<file path="src/core/flash_host_pkg.sv">
// Package: command codes, status bit positions, timing and carrier types for the flash host
package flash_host_pkg;

    // Command codes written on the data bus
    localparam logic [7:0] CMD_READ_ARRAY   = 8'hFF;
    localparam logic [7:0] CMD_READ_STATUS  = 8'h70;
    localparam logic [7:0] CMD_CLEAR_STATUS = 8'h50;
    localparam logic [7:0] CMD_BLOCK_ERASE  = 8'h20;
    localparam logic [7:0] CMD_CHIP_ERASE   = 8'h30;
    localparam logic [7:0] CMD_WRITE_SETUP  = 8'h40;
    localparam logic [7:0] CMD_WRITE_ALT    = 8'h10;
    localparam logic [7:0] CMD_CONFIRM      = 8'hD0;
    localparam logic [7:0] CMD_SUSPEND      = 8'hB0;

    // Status bit positions
    localparam int SR_READY_BIT     = 7;
    localparam int SR_ERS_SUSP_BIT  = 6;
    localparam int SR_ERASE_ERR_BIT = 5;
    localparam int SR_WRITE_ERR_BIT = 4;
    localparam int SR_SUPPLY_BIT    = 3;
    localparam int SR_WR_SUSP_BIT   = 2;
    localparam int SR_LOCK_BIT      = 1;

    // Bus strobe timing
    localparam int CLK_PERIOD_NS     = 40;
    localparam int STROBE_NS         = 100;
    localparam int STROBE_CYCLES     = (STROBE_NS + CLK_PERIOD_NS - 1) / CLK_PERIOD_NS;
    localparam int RECOVER_NS        = 40;
    localparam int RECOVER_CYCLES    = (RECOVER_NS + CLK_PERIOD_NS - 1) / CLK_PERIOD_NS;
    localparam logic [3:0] CNT_STROBE  = 4'(STROBE_CYCLES);
    localparam logic [3:0] CNT_RECOVER = 4'(RECOVER_CYCLES);

    // Host operations
    typedef enum logic [3:0] {
        OP_NONE         = 4'h0,
        OP_CLEAR_STATUS = 4'h1,
        OP_BLOCK_ERASE  = 4'h2,
        OP_CHIP_ERASE   = 4'h3,
        OP_WRITE        = 4'h4,
        OP_SUSPEND      = 4'h5,
        OP_RESUME       = 4'h6,
        OP_READ_STATUS  = 4'h7,
        OP_READ_ARRAY   = 4'h8,
        OP_READ         = 4'h9
    } op_type;

    typedef struct packed {
        op_type      op;
        logic [19:0] addr;
        logic [15:0] data;
    } request_type;

    // One bus cycle for the strobe engine
    typedef struct packed {
        logic        is_read;
        logic [19:0] addr;
        logic [15:0] data;
    } bus_cycle_type;

    typedef struct packed {
        logic        ce_n;
        logic        oe_n;
        logic        we_n;
        logic [19:0] addr;
        logic [15:0] dq;
        logic        dq_oe_n;
    } pins_type;

endpackage : flash_host_pkg

</file>
<file path="src/core/flash_bus_cycle.sv">
// Module: one asynchronous flash bus cycle (write or read) driven from the system clock
module flash_bus_cycle
    import flash_host_pkg::*;
(
    input  wire logic          clk_in,
    input  wire logic          srst_in,
    input  wire logic          start_in,
    input  wire bus_cycle_type cycle_in,
    input  wire logic [15:0]   dq_in,
    output pins_type           pins_out,
    output logic               done_out,
    output logic [15:0]        rdata_out
);
    typedef enum logic [1:0] {
        C_IDLE    = 2'b00,
        C_STROBE  = 2'b01,
        C_RECOVER = 2'b10
    } cstate_type;

    typedef struct packed {
        cstate_type  st;
        logic [3:0]  cnt;
        logic        rd;
        pins_type    pins;
        logic        done;
        logic [15:0] rdata;
    } cyc_state_type;

    cyc_state_type s_reg;
    cyc_state_type s_next;

    always_comb begin
        s_next      = s_reg;
        s_next.done = 1'b0;
        unique case (s_reg.st)
            C_IDLE: begin
                if (start_in) begin
                    s_next.st           = C_STROBE;
                    s_next.cnt          = CNT_STROBE;
                    s_next.rd           = cycle_in.is_read;
                    s_next.pins.addr    = cycle_in.addr;
                    s_next.pins.dq      = cycle_in.data;
                    s_next.pins.ce_n    = 1'b0;
                    s_next.pins.oe_n    = !cycle_in.is_read;
                    s_next.pins.we_n    = cycle_in.is_read;
                    s_next.pins.dq_oe_n = cycle_in.is_read;
                end
            end
            C_STROBE: begin
                if (s_reg.cnt == 4'h1) begin
                    // Data latched on rising WE; status captured fresh each falling OE
                    s_next.st        = C_RECOVER;
                    s_next.cnt       = CNT_RECOVER;
                    s_next.pins.ce_n = 1'b1;
                    s_next.pins.oe_n = 1'b1;
                    s_next.pins.we_n = 1'b1;
                    if (s_reg.rd) begin
                        s_next.rdata = dq_in;
                    end
                end else begin
                    s_next.cnt = s_reg.cnt - 4'h1;
                end
            end
            C_RECOVER: begin
                s_next.pins.dq_oe_n = 1'b1;
                if (s_reg.cnt == 4'h1) begin
                    s_next.st   = C_IDLE;
                    s_next.done = 1'b1;
                end else begin
                    s_next.cnt = s_reg.cnt - 4'h1;
                end
            end
            default: s_next.st = C_IDLE;
        endcase
    end

    always_ff @(posedge clk_in) begin
        if (srst_in) begin
            s_reg              <= '0;
            s_reg.pins.ce_n    <= 1'b1;
            s_reg.pins.oe_n    <= 1'b1;
            s_reg.pins.we_n    <= 1'b1;
            s_reg.pins.dq_oe_n <= 1'b1;
        end else begin
            s_reg <= s_next;
        end
    end

    assign pins_out  = s_reg.pins;
    assign done_out  = s_reg.done;
    assign rdata_out = s_reg.rdata;

    // WE high again before any read strobe of a following cycle
    property p_strobe_exclusive;
        @(posedge clk_in) disable iff (srst_in)
        !(s_reg.pins.we_n == 1'b0 && s_reg.pins.oe_n == 1'b0);
    endproperty
    a_strobe_exclusive: assert property (p_strobe_exclusive)
        else $error("write and read strobes low together");

    property p_strobe_rises;
        @(posedge clk_in) disable iff (srst_in)
        $fell(s_reg.pins.we_n) |-> ##[1:8] s_reg.pins.we_n;
    endproperty
    a_strobe_rises: assert property (p_strobe_rises)
        else $error("write strobe never rose");
endmodule : flash_bus_cycle

</file>
<file path="src/core/flash_host_ctrl.sv">
// Module: host-side controller issuing erase, write, suspend and status commands to a NOR flash
// Function
// Error flags only clear by clear-status; host never assumes they self clear.
// Clear-status 50H; host refuses to send it while a suspend is active.
// Block erase: setup then confirm with an address inside the target block.
// After erase or write sequence, reads return status until next command.
// Invalid erase sequence sets write and erase error flags.
// Erase at low supply sets supply-low and erase error, block untouched.
// Locked block or boot block with protect low gives lock and erase errors.
// Full chip erase: write 30H then D0H.
// Chip erase runs low to high, stops on error, cannot be suspended.
// Chip erase: all locked gives lock error; bad sequence gives write+erase errors.
// Word write: 40H or 10H, then address and data, latched on rising strobe.
// Write at low supply or locked target gives supply or lock plus write error.
// Verify only catches ones that failed to become zeros.
// Erase suspend: ready and erase-suspended set, ready/busy floats, status reads.
// After erase suspend, host writes 70H and checks erase-suspended flag.
// In erase suspend only read array, write elsewhere, suspend, status, resume.
// Write under erase suspend clears ready, drives busy, keeps erase-suspended.
// Erase resume clears suspend and ready flags; waits for nested write.
// Write suspend: ready and write-suspended set, ready/busy floats.
// After write suspend, host writes 70H and checks write-suspended flag.
// In write suspend only read array elsewhere, read status, write resume.
// Write resume clears write-suspended and ready, continues, status on reads.
// Status captured on falling read strobe; strobe must rise before next read.
// Read array ignored while the state machine runs unsuspended.
// Block erase 20H/D0H; suspend B0H; resumes D0H.
// Ready/busy low while the state machine executes an operation.
module flash_host_ctrl
    import flash_host_pkg::*;
(
    // System
    input  wire logic        CLK_IN,
    input  wire logic        SRST_IN,
    // User request port
    input  wire logic        REQ_VALID_IN,
    input  wire request_type REQ_IN,
    output logic             REQ_READY_OUT,
    output logic             DONE_OUT,
    output logic [15:0]      RDATA_OUT,
    output logic [7:0]       STATUS_OUT,
    output logic             REFUSED_OUT,
    output logic             ERS_SUSP_OUT,
    output logic             WR_SUSP_OUT,
    // Flash pins
    input  wire logic        READY_BUSY_IN,
    input  wire logic [15:0] DQ_IN,
    output logic             CE_N_OUT,
    output logic             OE_N_OUT,
    output logic             WE_N_OUT,
    output logic [19:0]      ADDR_OUT,
    output logic [15:0]      DQ_OUT,
    output logic             DQ_OE_N_OUT,
    output logic             RESET_POWERDOWN_N_OUT
);
    typedef enum logic [2:0] {
        H_IDLE   = 3'b000,
        H_ISSUE  = 3'b001,
        H_WAIT   = 3'b010,
        H_POLL   = 3'b011,
        H_FINISH = 3'b100
    } hstate_type;

    typedef struct packed {
        hstate_type    st;
        request_type   req;
        logic [1:0]    step;
        logic [1:0]    steps;
        logic          poll;
        logic          start;
        bus_cycle_type cyc;
        logic          ready;
        logic          done;
        logic          refused;
        logic [15:0]   rdata;
        logic [7:0]    status;
        logic          ers_susp;
        logic          wr_susp;
        logic          rp_n;
    } host_state_type;

    host_state_type s_reg;
    host_state_type s_next;
    pins_type       pins;
    logic           cyc_done;
    logic [15:0]    cyc_rdata;

    flash_bus_cycle u_cycle (
        .clk_in    (CLK_IN),
        .srst_in   (SRST_IN),
        .start_in  (s_reg.start),
        .cycle_in  (s_reg.cyc),
        .dq_in     (DQ_IN),
        .pins_out  (pins),
        .done_out  (cyc_done),
        .rdata_out (cyc_rdata)
    );

    // Bus cycle number n of the current operation
    function automatic bus_cycle_type cycle_for(request_type r, logic [1:0] n);
        bus_cycle_type c;
        c         = '0;
        c.addr    = r.addr;
        c.is_read = 1'b0;
        unique case (r.op)
            OP_CLEAR_STATUS: c.data = {8'h00, CMD_CLEAR_STATUS};
            OP_BLOCK_ERASE:  c.data = {8'h00, (n == 2'd0) ? CMD_BLOCK_ERASE
                                                          : CMD_CONFIRM};
            OP_CHIP_ERASE:   c.data = {8'h00, (n == 2'd0) ? CMD_CHIP_ERASE : CMD_CONFIRM};
            OP_WRITE:        c.data = (n == 2'd0) ? {8'h00, CMD_WRITE_SETUP} : r.data;
            OP_SUSPEND:      c.data = (n == 2'd0) ? {8'h00, CMD_SUSPEND}
                                                  : {8'h00, CMD_READ_STATUS};
            OP_RESUME:       c.data = {8'h00, CMD_CONFIRM};
            OP_READ_STATUS:  c.data = {8'h00, CMD_READ_STATUS};
            OP_READ_ARRAY:   c.data = {8'h00, CMD_READ_ARRAY};
            OP_READ:         c.is_read = 1'b1;
            default:         c.data = 16'h0000;
        endcase
        if (r.op == OP_SUSPEND && n == 2'd2) begin
            c.is_read = 1'b1;
        end
        return c;
    endfunction

    function automatic logic [1:0] steps_for(op_type op);
        unique case (op)
            OP_BLOCK_ERASE, OP_CHIP_ERASE, OP_WRITE: steps_for = 2'd2;
            OP_SUSPEND:                              steps_for = 2'd3;
            default:                                 steps_for = 2'd1;
        endcase
    endfunction

    logic allowed;
    always_comb begin
        // Commands the flash would ignore in its current mode are refused here
        unique case (REQ_IN.op)
            OP_CLEAR_STATUS: allowed = !s_reg.ers_susp && !s_reg.wr_susp;
            OP_BLOCK_ERASE,
            OP_CHIP_ERASE:   allowed = !s_reg.ers_susp && !s_reg.wr_susp;
            OP_WRITE:        allowed = !s_reg.wr_susp;
            OP_SUSPEND:      allowed = !s_reg.wr_susp;
            OP_RESUME:       allowed = s_reg.ers_susp || s_reg.wr_susp;
            OP_NONE:         allowed = 1'b0;
            default:         allowed = 1'b1;
        endcase
    end

    always_comb begin
        s_next         = s_reg;
        s_next.start   = 1'b0;
        s_next.done    = 1'b0;
        s_next.refused = 1'b0;
        s_next.rp_n    = 1'b1;
        unique case (s_reg.st)
            H_IDLE: begin
                if (REQ_VALID_IN && s_reg.ready) begin
                    s_next.ready = 1'b0;
                    if (allowed) begin
                        s_next.req   = REQ_IN;
                        s_next.step  = 2'd0;
                        s_next.steps = steps_for(REQ_IN.op);
                        s_next.poll  = 1'b0;
                        s_next.st    = H_ISSUE;
                    end else begin
                        s_next.refused = 1'b1;
                        s_next.st      = H_FINISH;
                    end
                end
            end
            H_ISSUE: begin
                s_next.start = 1'b1;
                s_next.cyc   = s_reg.poll ? bus_cycle_type'{1'b1, s_reg.req.addr, 16'h0000}
                                          : cycle_for(s_reg.req, s_reg.step);
                s_next.st    = H_WAIT;
            end
            H_WAIT: begin
                if (cyc_done) begin
                    if (s_reg.cyc.is_read) begin
                        s_next.rdata  = cyc_rdata;
                        s_next.status = cyc_rdata[7:0];
                    end
                    if (!s_reg.poll && s_reg.step + 2'd1 < s_reg.steps) begin
                        s_next.step = s_reg.step + 2'd1;
                        s_next.st   = H_ISSUE;
                    end else if (s_reg.req.op inside {OP_BLOCK_ERASE, OP_CHIP_ERASE,
                                                      OP_WRITE, OP_RESUME}) begin
                        s_next.st = H_POLL;
                    end else begin
                        s_next.st = H_FINISH;
                    end
                end
            end
            H_POLL: begin
                // Status reads until ready; a rising busy line alone is not trusted
                if (s_reg.poll && s_reg.status[SR_READY_BIT] && READY_BUSY_IN) begin
                    s_next.st = H_FINISH;
                end else begin
                    s_next.poll = 1'b1;
                    s_next.st   = H_ISSUE;
                end
            end
            H_FINISH: begin
                s_next.done  = 1'b1;
                s_next.ready = 1'b1;
                s_next.st    = H_IDLE;
                if (!s_reg.refused && s_reg.req.op == OP_SUSPEND) begin
                    // Suspend counts only if the flag is seen after 70H
                    if (s_reg.wr_susp == 1'b0 && s_reg.ers_susp
                            && s_reg.status[SR_WR_SUSP_BIT]) begin
                        s_next.wr_susp = 1'b1;
                    end else if (s_reg.status[SR_ERS_SUSP_BIT]) begin
                        s_next.ers_susp = 1'b1;
                    end else begin
                        s_next.wr_susp = s_reg.status[SR_WR_SUSP_BIT];
                    end
                end else if (!s_reg.refused && s_reg.req.op == OP_RESUME) begin
                    if (s_reg.wr_susp) begin
                        s_next.wr_susp = 1'b0;
                    end else begin
                        s_next.ers_susp = 1'b0;
                    end
                end
            end
            default: s_next.st = H_IDLE;
        endcase
    end

    always_ff @(posedge CLK_IN) begin
        if (SRST_IN) begin
            s_reg       <= '0;
            s_reg.ready <= 1'b1;
        end else begin
            s_reg <= s_next;
        end
    end

    assign REQ_READY_OUT         = s_reg.ready;
    assign DONE_OUT              = s_reg.done;
    assign RDATA_OUT             = s_reg.rdata;
    assign STATUS_OUT            = s_reg.status;
    assign REFUSED_OUT           = s_reg.refused;
    assign ERS_SUSP_OUT          = s_reg.ers_susp;
    assign WR_SUSP_OUT           = s_reg.wr_susp;
    assign RESET_POWERDOWN_N_OUT = s_reg.rp_n;
    assign CE_N_OUT              = pins.ce_n;
    assign OE_N_OUT              = pins.oe_n;
    assign WE_N_OUT              = pins.we_n;
    assign ADDR_OUT              = pins.addr;
    assign DQ_OUT                = pins.dq;
    assign DQ_OE_N_OUT           = pins.dq_oe_n;

    property p_no_clear_in_suspend;
        @(posedge CLK_IN) disable iff (SRST_IN)
        (s_reg.st == H_ISSUE && s_reg.req.op == OP_CLEAR_STATUS)
        |-> !s_reg.ers_susp && !s_reg.wr_susp;
    endproperty
    a_no_clear_in_suspend: assert property (p_no_clear_in_suspend)
        else $error("clear status issued during suspend");

    property p_no_erase_in_suspend;
        @(posedge CLK_IN) disable iff (SRST_IN)
        (s_reg.st == H_ISSUE && s_reg.req.op inside {OP_CHIP_ERASE, OP_BLOCK_ERASE})
        |-> !s_reg.ers_susp;
    endproperty
    a_no_erase_in_suspend: assert property (p_no_erase_in_suspend)
        else $error("erase issued while erase suspended");

    property p_no_write_in_wsusp;
        @(posedge CLK_IN) disable iff (SRST_IN)
        (s_reg.st == H_ISSUE && s_reg.req.op == OP_WRITE) |-> !s_reg.wr_susp;
    endproperty
    a_no_write_in_wsusp: assert property (p_no_write_in_wsusp)
        else $error("write issued while write suspended");

    property p_finish_needs_ready;
        @(posedge CLK_IN) disable iff (SRST_IN)
        (s_reg.st == H_POLL && $past(s_reg.st) == H_WAIT && s_reg.req.op == OP_WRITE) ##1
        (s_reg.st == H_FINISH) |-> $past(s_reg.status[SR_READY_BIT]);
    endproperty
    a_finish_needs_ready: assert property (p_finish_needs_ready)
        else $error("write finished without ready status");

    property p_refuse_pulse;
        @(posedge CLK_IN) disable iff (SRST_IN)
        s_reg.refused |=> s_reg.done ##1 !s_reg.done;
    endproperty
    a_refuse_pulse: assert property (p_refuse_pulse)
        else $error("refused request not completed");

    property p_resume_clears;
        @(posedge CLK_IN) disable iff (SRST_IN)
        (s_reg.st == H_FINISH && s_reg.req.op == OP_RESUME && !s_reg.refused && s_reg.wr_susp)
        |=> !s_reg.wr_susp;
    endproperty
    a_resume_clears: assert property (p_resume_clears)
        else $error("write suspend not cleared on resume");

    property p_setup_codes;
        @(posedge CLK_IN) disable iff (SRST_IN)
        (s_reg.st == H_ISSUE && !s_reg.poll && s_reg.step == 2'd0 && s_reg.req.op == OP_CHIP_ERASE)
        |=> s_reg.cyc.data[7:0] == CMD_CHIP_ERASE;
    endproperty
    a_setup_codes: assert property (p_setup_codes)
        else $error("wrong chip erase setup code");

    property p_confirm_code;
        @(posedge CLK_IN) disable iff (SRST_IN)
        (s_reg.st == H_ISSUE && !s_reg.poll && s_reg.step == 2'd1 && s_reg.req.op == OP_BLOCK_ERASE)
        |=> s_reg.cyc.data[7:0] == CMD_CONFIRM && s_reg.cyc.addr == s_reg.req.addr;
    endproperty
    a_confirm_code: assert property (p_confirm_code)
        else $error("bad erase confirm cycle");
endmodule : flash_host_ctrl

</file>
<file path="config.mk">
export PLATFORM = sky130hd
export DESIGN_NAME = flash_host_ctrl
export DESIGN_NICKNAME = d
export VERILOG_FILES = /design/src/core/flash_host_pkg.sv /design/src/core/flash_bus_cycle.sv /design/src/core/flash_host_ctrl.sv
export SDC_FILE = /design/constraint.sdc
export NUM_CORES = 1
export LEC_CHECK = 0
export BUFFER_PORTS_ARGS = -buffer_cell sky130_fd_sc_hd__buf_2
export CAP_MARGIN = 5
export CORE_ASPECT_RATIO = 0.5
export CORE_MARGIN = 10
export CORE_UTILIZATION = 56
export CTS_BUF_LIST = sky130_fd_sc_hd__clkbuf_16
export DETAILED_ROUTE_END_ITERATION = 10
export PLACE_DENSITY = 0.89
export SLEW_MARGIN = 20
export SYNTH_ARGS = -nofsm -noshare
export SYNTH_HDL_FRONTEND = slang
export SYNTH_SLANG_ARGS = --single-unit
</file>
<file path="constraint.sdc">
create_clock -name CLK_IN -period 2.23 [get_ports CLK_IN]
set_input_delay 0.446 -clock CLK_IN [delete_from_list [all_inputs] [get_ports CLK_IN]]
set_output_delay 0.446 -clock CLK_IN [all_outputs]
set_load 0.05 [all_outputs]
</file>
### Word-level counts from Yosys, hierarchy flattened

Index checks and enable logic that the tools add are counted.

* add/sub/neg operators: 2
* order comparisons: 1
* equality and inequality tests: 36
* mux-type cells: 47
* bitwise logic cells: 4
* reductions and logical operators: 47

Operator list (count)
* $pmux W16 S8: 1
* $mux W48: 1
* $mux W47: 1
* $mux W45: 1
* $mux W38: 1
* $mux W37: 1
* $eq A4 B3 Y1 const B: 7
* $mux W8: 3
* $reduce_and A3 Y1: 7
* $mux W3: 6
* $eq A4 B2 Y1 const B: 4
* $mux W16: 1
* $ne A2 B2 Y1 const B: 8
* $mux W1: 13
* $eq A4 B1 Y1 const B: 3
* $mux W2: 6
* $pmux W3 S4: 1
* $pmux W4 S3: 1
* $reduce_bool A2 Y1: 6
* $logic_and A1 B1 Y1: 10
* $reduce_and A5 Y1: 2
* $reduce_or A3 Y1: 3
* $eq A4 B4 Y1 const B: 2
* $mux W4: 2
* other kinds (26): 46

* register bits: 180
* bits of input ports: 60
* output and inout port bits: 70
* logic and storage cells: 167

### Logic depth before layout (Yosys ltp)

* depth after elaboration: 6
* depth in mapped cells: 8
* depth with buffers taken out: 7

### Hierarchy

From an unflattened synthesis, not the netlist that was laid out.

* cells, all modules: 916
* area, all modules: 7280.7 um^2

Modules (own cells, without submodules)
* flash_host_ctrl: instances 1, cells an instance 548, area each 4366.7 um^2, seq. area each 2162.1 um^2
* flash_bus_cycle: instances 1, cells an instance 368, area each 2914.0 um^2, seq. area each 1281.2 um^2

### Worst setup path after synthesis

OpenSTA, ideal clock, no wires.

* kind: register -> register
* start: register s_reg[71] (netlist name)
* end: register s_reg[72] (netlist name)
* library setup time: 0.072 ns
* data arrival time: 1.835 ns
* data required time: 2.158 ns
* setup slack: 0.323 ns
* cell stages (with the launch flop): 8
* path buffers: 0
* period minus slack after synthesis: 1.907 ns
* path through: dfxtp_1 -> inv_1 -> ha_1 -> ha_1 -> a211oi_1 -> nor2_1 -> a211oi_1 -> mux2i_1

* longest elaborated chain between the ends: 5
* elaborated cells on any way between the ends: 8
* classes of those cells: 1 x add/sub; 1 x order compare; 1 x eq/ne; 3 x mux; 2 x reduce/logical

RTL lines
* start, declared: RTL line flash_host_ctrl.sv:82 `host_state_type s_reg;`
* start signal, assigned: RTL line flash_host_ctrl.sv:233 `s_reg <= s_next;`
* $add A2 B1 Y2 *: RTL line flash_host_ctrl.sv:182, flash_host_ctrl.sv:183
* $lt A2 B2 Y1: RTL line flash_host_ctrl.sv:182 `if (!s_reg.poll && s_reg.step + 2'd1 < s_reg.steps) begin`
* $logic_and A1 B1 Y1: RTL line flash_host_ctrl.sv:182
* $ne A2 B2 Y1 (no source line)
* $reduce_and A5 Y1 (no source line)

Every way passes the cells marked *; elsewhere a longest branch is shown, timed or not. The select of a mux whose other input is x is not followed.
A chain may end at the register's enable or synchronous reset.

### Worst setup path in the final report

* start: register s_reg[71] (netlist name)
* end: register s_reg[113] (netlist name)

* longest elaborated chain between the ends: 6

RTL lines
* $add A2 B1 Y2: RTL line flash_host_ctrl.sv:182
* $lt A2 B2 Y1: RTL line flash_host_ctrl.sv:182
* $logic_and A1 B1 Y1: RTL line flash_host_ctrl.sv:182
* $mux W3: RTL line flash_host_ctrl.sv:182
* $mux W3: RTL line flash_host_ctrl.sv:177 `if (cyc_done) begin`
* $pmux W3 S4: RTL line flash_host_ctrl.sv:154 `unique case (s_reg.st)`

Every way passes these cells. The select of a mux whose other input is x is not followed.

==> metrics <==
run status completed; Int Power 4.99 mW; leakage power 3.21 nW; CTS tree yes; die height 100 um; cts repair resizes 0; Seq/Total Area, Yosys 0.479; final setup vio count 0; Slew headroom 0.592; critical path arrival 2.41 ns; Worst Reg2Reg Path Length in Cells 8; first-pass GRT wire length 29700 um; number of synthesis warnings 0; Post-Syn Instances 897; multiplexer area fraction after synthesis 0.00278; largest net degree at the start of global routing 43; synth unique cells 59; dpl cells 1101; RSZ-0062 raised after global routing no; core area 12600 um^2; Hold WS 0.258 ns; share of the synthesized area in the top cell type 0.479; GRT Resource Usage Total 0.196; XOR/XNOR Fraction of Synth Area 0.00244; total power 6.65 mW; Switching Power 1.66 mW; CTS Hold Bufs 0; sequential power share 0.482; fraction of layout cells with a size suffix above 1 0.214; busiest layer in global routing met2; dominant combinational cell family by area after synthesis simple AND/OR/NAND/NOR gates; CP Max Fanout 4; cell taking the most area after synthesis dfxtp_1; clock buffer depth 2; Worst EP required 2.58 ns; final period utilization 0.923; number of enable flip-flop cells after synthesis 0; routed wire length 18300 um; DRC errors left 0; Gate power share 0.072; clk_lat worst skew 0.42 ns; vias in the first global route 6066; GP Congestion 0.896; DRT Pass-1 Iters 6; final critical-path required period 2.06 ns; Initial Util 0.570; Post-Synth Simple-Gate Area 0.220; Tightest Hold Check Type input port to register; WL/cell 16.1 um; antenna violations before repair 4; Max Fclk 0.486 GHz; top post-synthesis cells by area dfxtp_1 48%, nand2_1 15%, a21oi_1 10%; GRT met2 Usage 0.343; vias per cell 5.44; vias 6181; Main synth FF type dfxtp_1; Worst-Margin Slew 0.613 ns; Worst-path clk slew 0.07 ns; Area growth syn-to-layout 12.9%; nets 1018; Critical Path End Type register; MaxCap Viol Count 0; Die Footprint 18100 um^2; most common cell after layout, fill and taps aside nand2_1; M3 GR Usage 0.0546; Non-Filler Instances 1136; Compound-Gate Fraction of Synth Area 0.174; maximum VDD drop 487 uV; Setup Skew 0.00877 ns; Synth Area in Adders 0.0139; crit path kind register to register; CTS buffer count 17; Clock Power Share 0.446; clock sink count 172; Final Max Slew Viols 0; clock root buffer clkbuf_16; Core Util, Final 0.643; post-synth net total 965; htree depth 4; post-detailed-route count of antenna-violating nets 0; Synth Register Bits 172; Worst setup SP type register; Sw Ratio 0.250; setup repair bufs after CTS 0; GR Layer Usage met1 0.229; max reg flops 86; HPWL Detailed 12000 um; power density over the cells 819 nW/um^2; final hold vios 0; setup tns final 0 ns; Synth Cell Area 7190 um^2; Hold Path Cell Cnt 3; commonest non-fill, non-tap cells in the layout 281 x nand2_1, 172 x dfxtp_1, 146 x a21oi_1; synthesized area per cell 8.02 um^2; initial drt markers 530; grt ovf 0; ys async rst share 0; die extent in x 180 um; PortBufs 129; Cell Rows 29; IO Pins 130
## path summary, 6_finish.rpt
path / start / to / slack [ns]
setup reg to reg: s_reg[71]$_SDFFE_PP0P_ / s_reg[113]$_SDFFE_PP0P_ / 0.17
setup / recovery: s_reg[71]$_SDFFE_PP0P_ / s_reg[113]$_SDFFE_PP0P_ / 0.17
hold reg to reg: u_cycle.pins_out[12]$_SDFFE_PP0P_ / u_cycle.pins_out[12]$_SDFFE_PP0P_ / 0.45
hold / removal: DQ_IN[8] / u_cycle.rdata_out[8]$_SDFFE_PP0P_ / 0.26
## area by class of cell
class,instances,area (um^2)
fill,1044,4500
antenna,3,7.51
clock buffer,17,425
clock inverter,15,163
multi-input combinational,596,2980
tap,170,213
sequential,172,3440
timing repair buffer,150,843
inverter,13,48.8
## Yosys cell counts, types with 2 or more instances
library cell and n:
dfxtp_1 172, nand3b_1 2, buf_2 9, a211o_1 2
mux2i_1 2, inv_1 12, a22o_1 3, o21a_1 2
a22oi_2 8, nand4b_1 2, and3_1 5, xnor2_1 2
buf_4 66, or3_1 2, o31ai_1 3, nand3_1 6
and2_1 3, nand2_1 281, a21o_1 5, a211oi_1 4
or3b_1 2, o211ai_1 2, a22oi_1 8, ha_1 8
nor2b_1 4, nor3_1 8, nand4_1 2, a21oi_1 146
clkbuf_1 35, nor2_1 29, nor2_2 8, o21ai_0 19
nand2b_1 6, buf_6 4
## per-stage QoR
step / area, um^2 / setup slack, ns
CTS: 8110 / 0.159
global placement: 7520 / 0.201
finish: 8120 / 0.172
floorplan: 7190 / 0.323
global route: 8120 / 0.0412
detailed placement: 7520 / 0.141
## routing by layer
layer  wire, um  vias to the layer above  part of all wire
li1           -                     3024                 -
met1       7830                     2902              0.43
met2       8870                      227              0.48
met3       1360                       26             0.074
met4        224                        2             0.012
met5         13                        -           0.00071
## cell families (layout without fill, tap and decap cells)
group                    count (synthesis)  count (layout)
flip-flops                             172             172
XOR/XNOR                                 2               2
buffers and inverters                  129             195
AO/OA/AOI/OAI                          214             214
multiplexers                             2               2
adder cells (fa/ha/maj)                  8               8
AND/OR/NAND/NOR                        370             370
other                                    0               3
## power groups by stage
| stage | clock network [mW] | registers [mW] | logic (mW) |
|---|---|---|---|
| final | 2.97 | 3.20 | 0.481 |
| after CTS | 2.99 | 3.20 | 0.472 |
| after detailed placement | 0 | 3.27 | 0.465 |
| after floorplan | 0 | 3.27 | 0.306 |
| after global placement | 0 | 3.27 | 0.451 |
| after global routing | 3.11 | 3.21 | 0.529 |
## worst max-delay path: stages (launching register included)
cell and delay (ns):
dfxtp_1 0.38, inv_1 0.08, ha_1 0.32, ha_1 0.28, a211oi_1 0.30, buf_4 0.19
o31ai_1 0.09, o21ai_0 0.17, nor2b_1 0.17
Power figures use the tool's default switching activity.
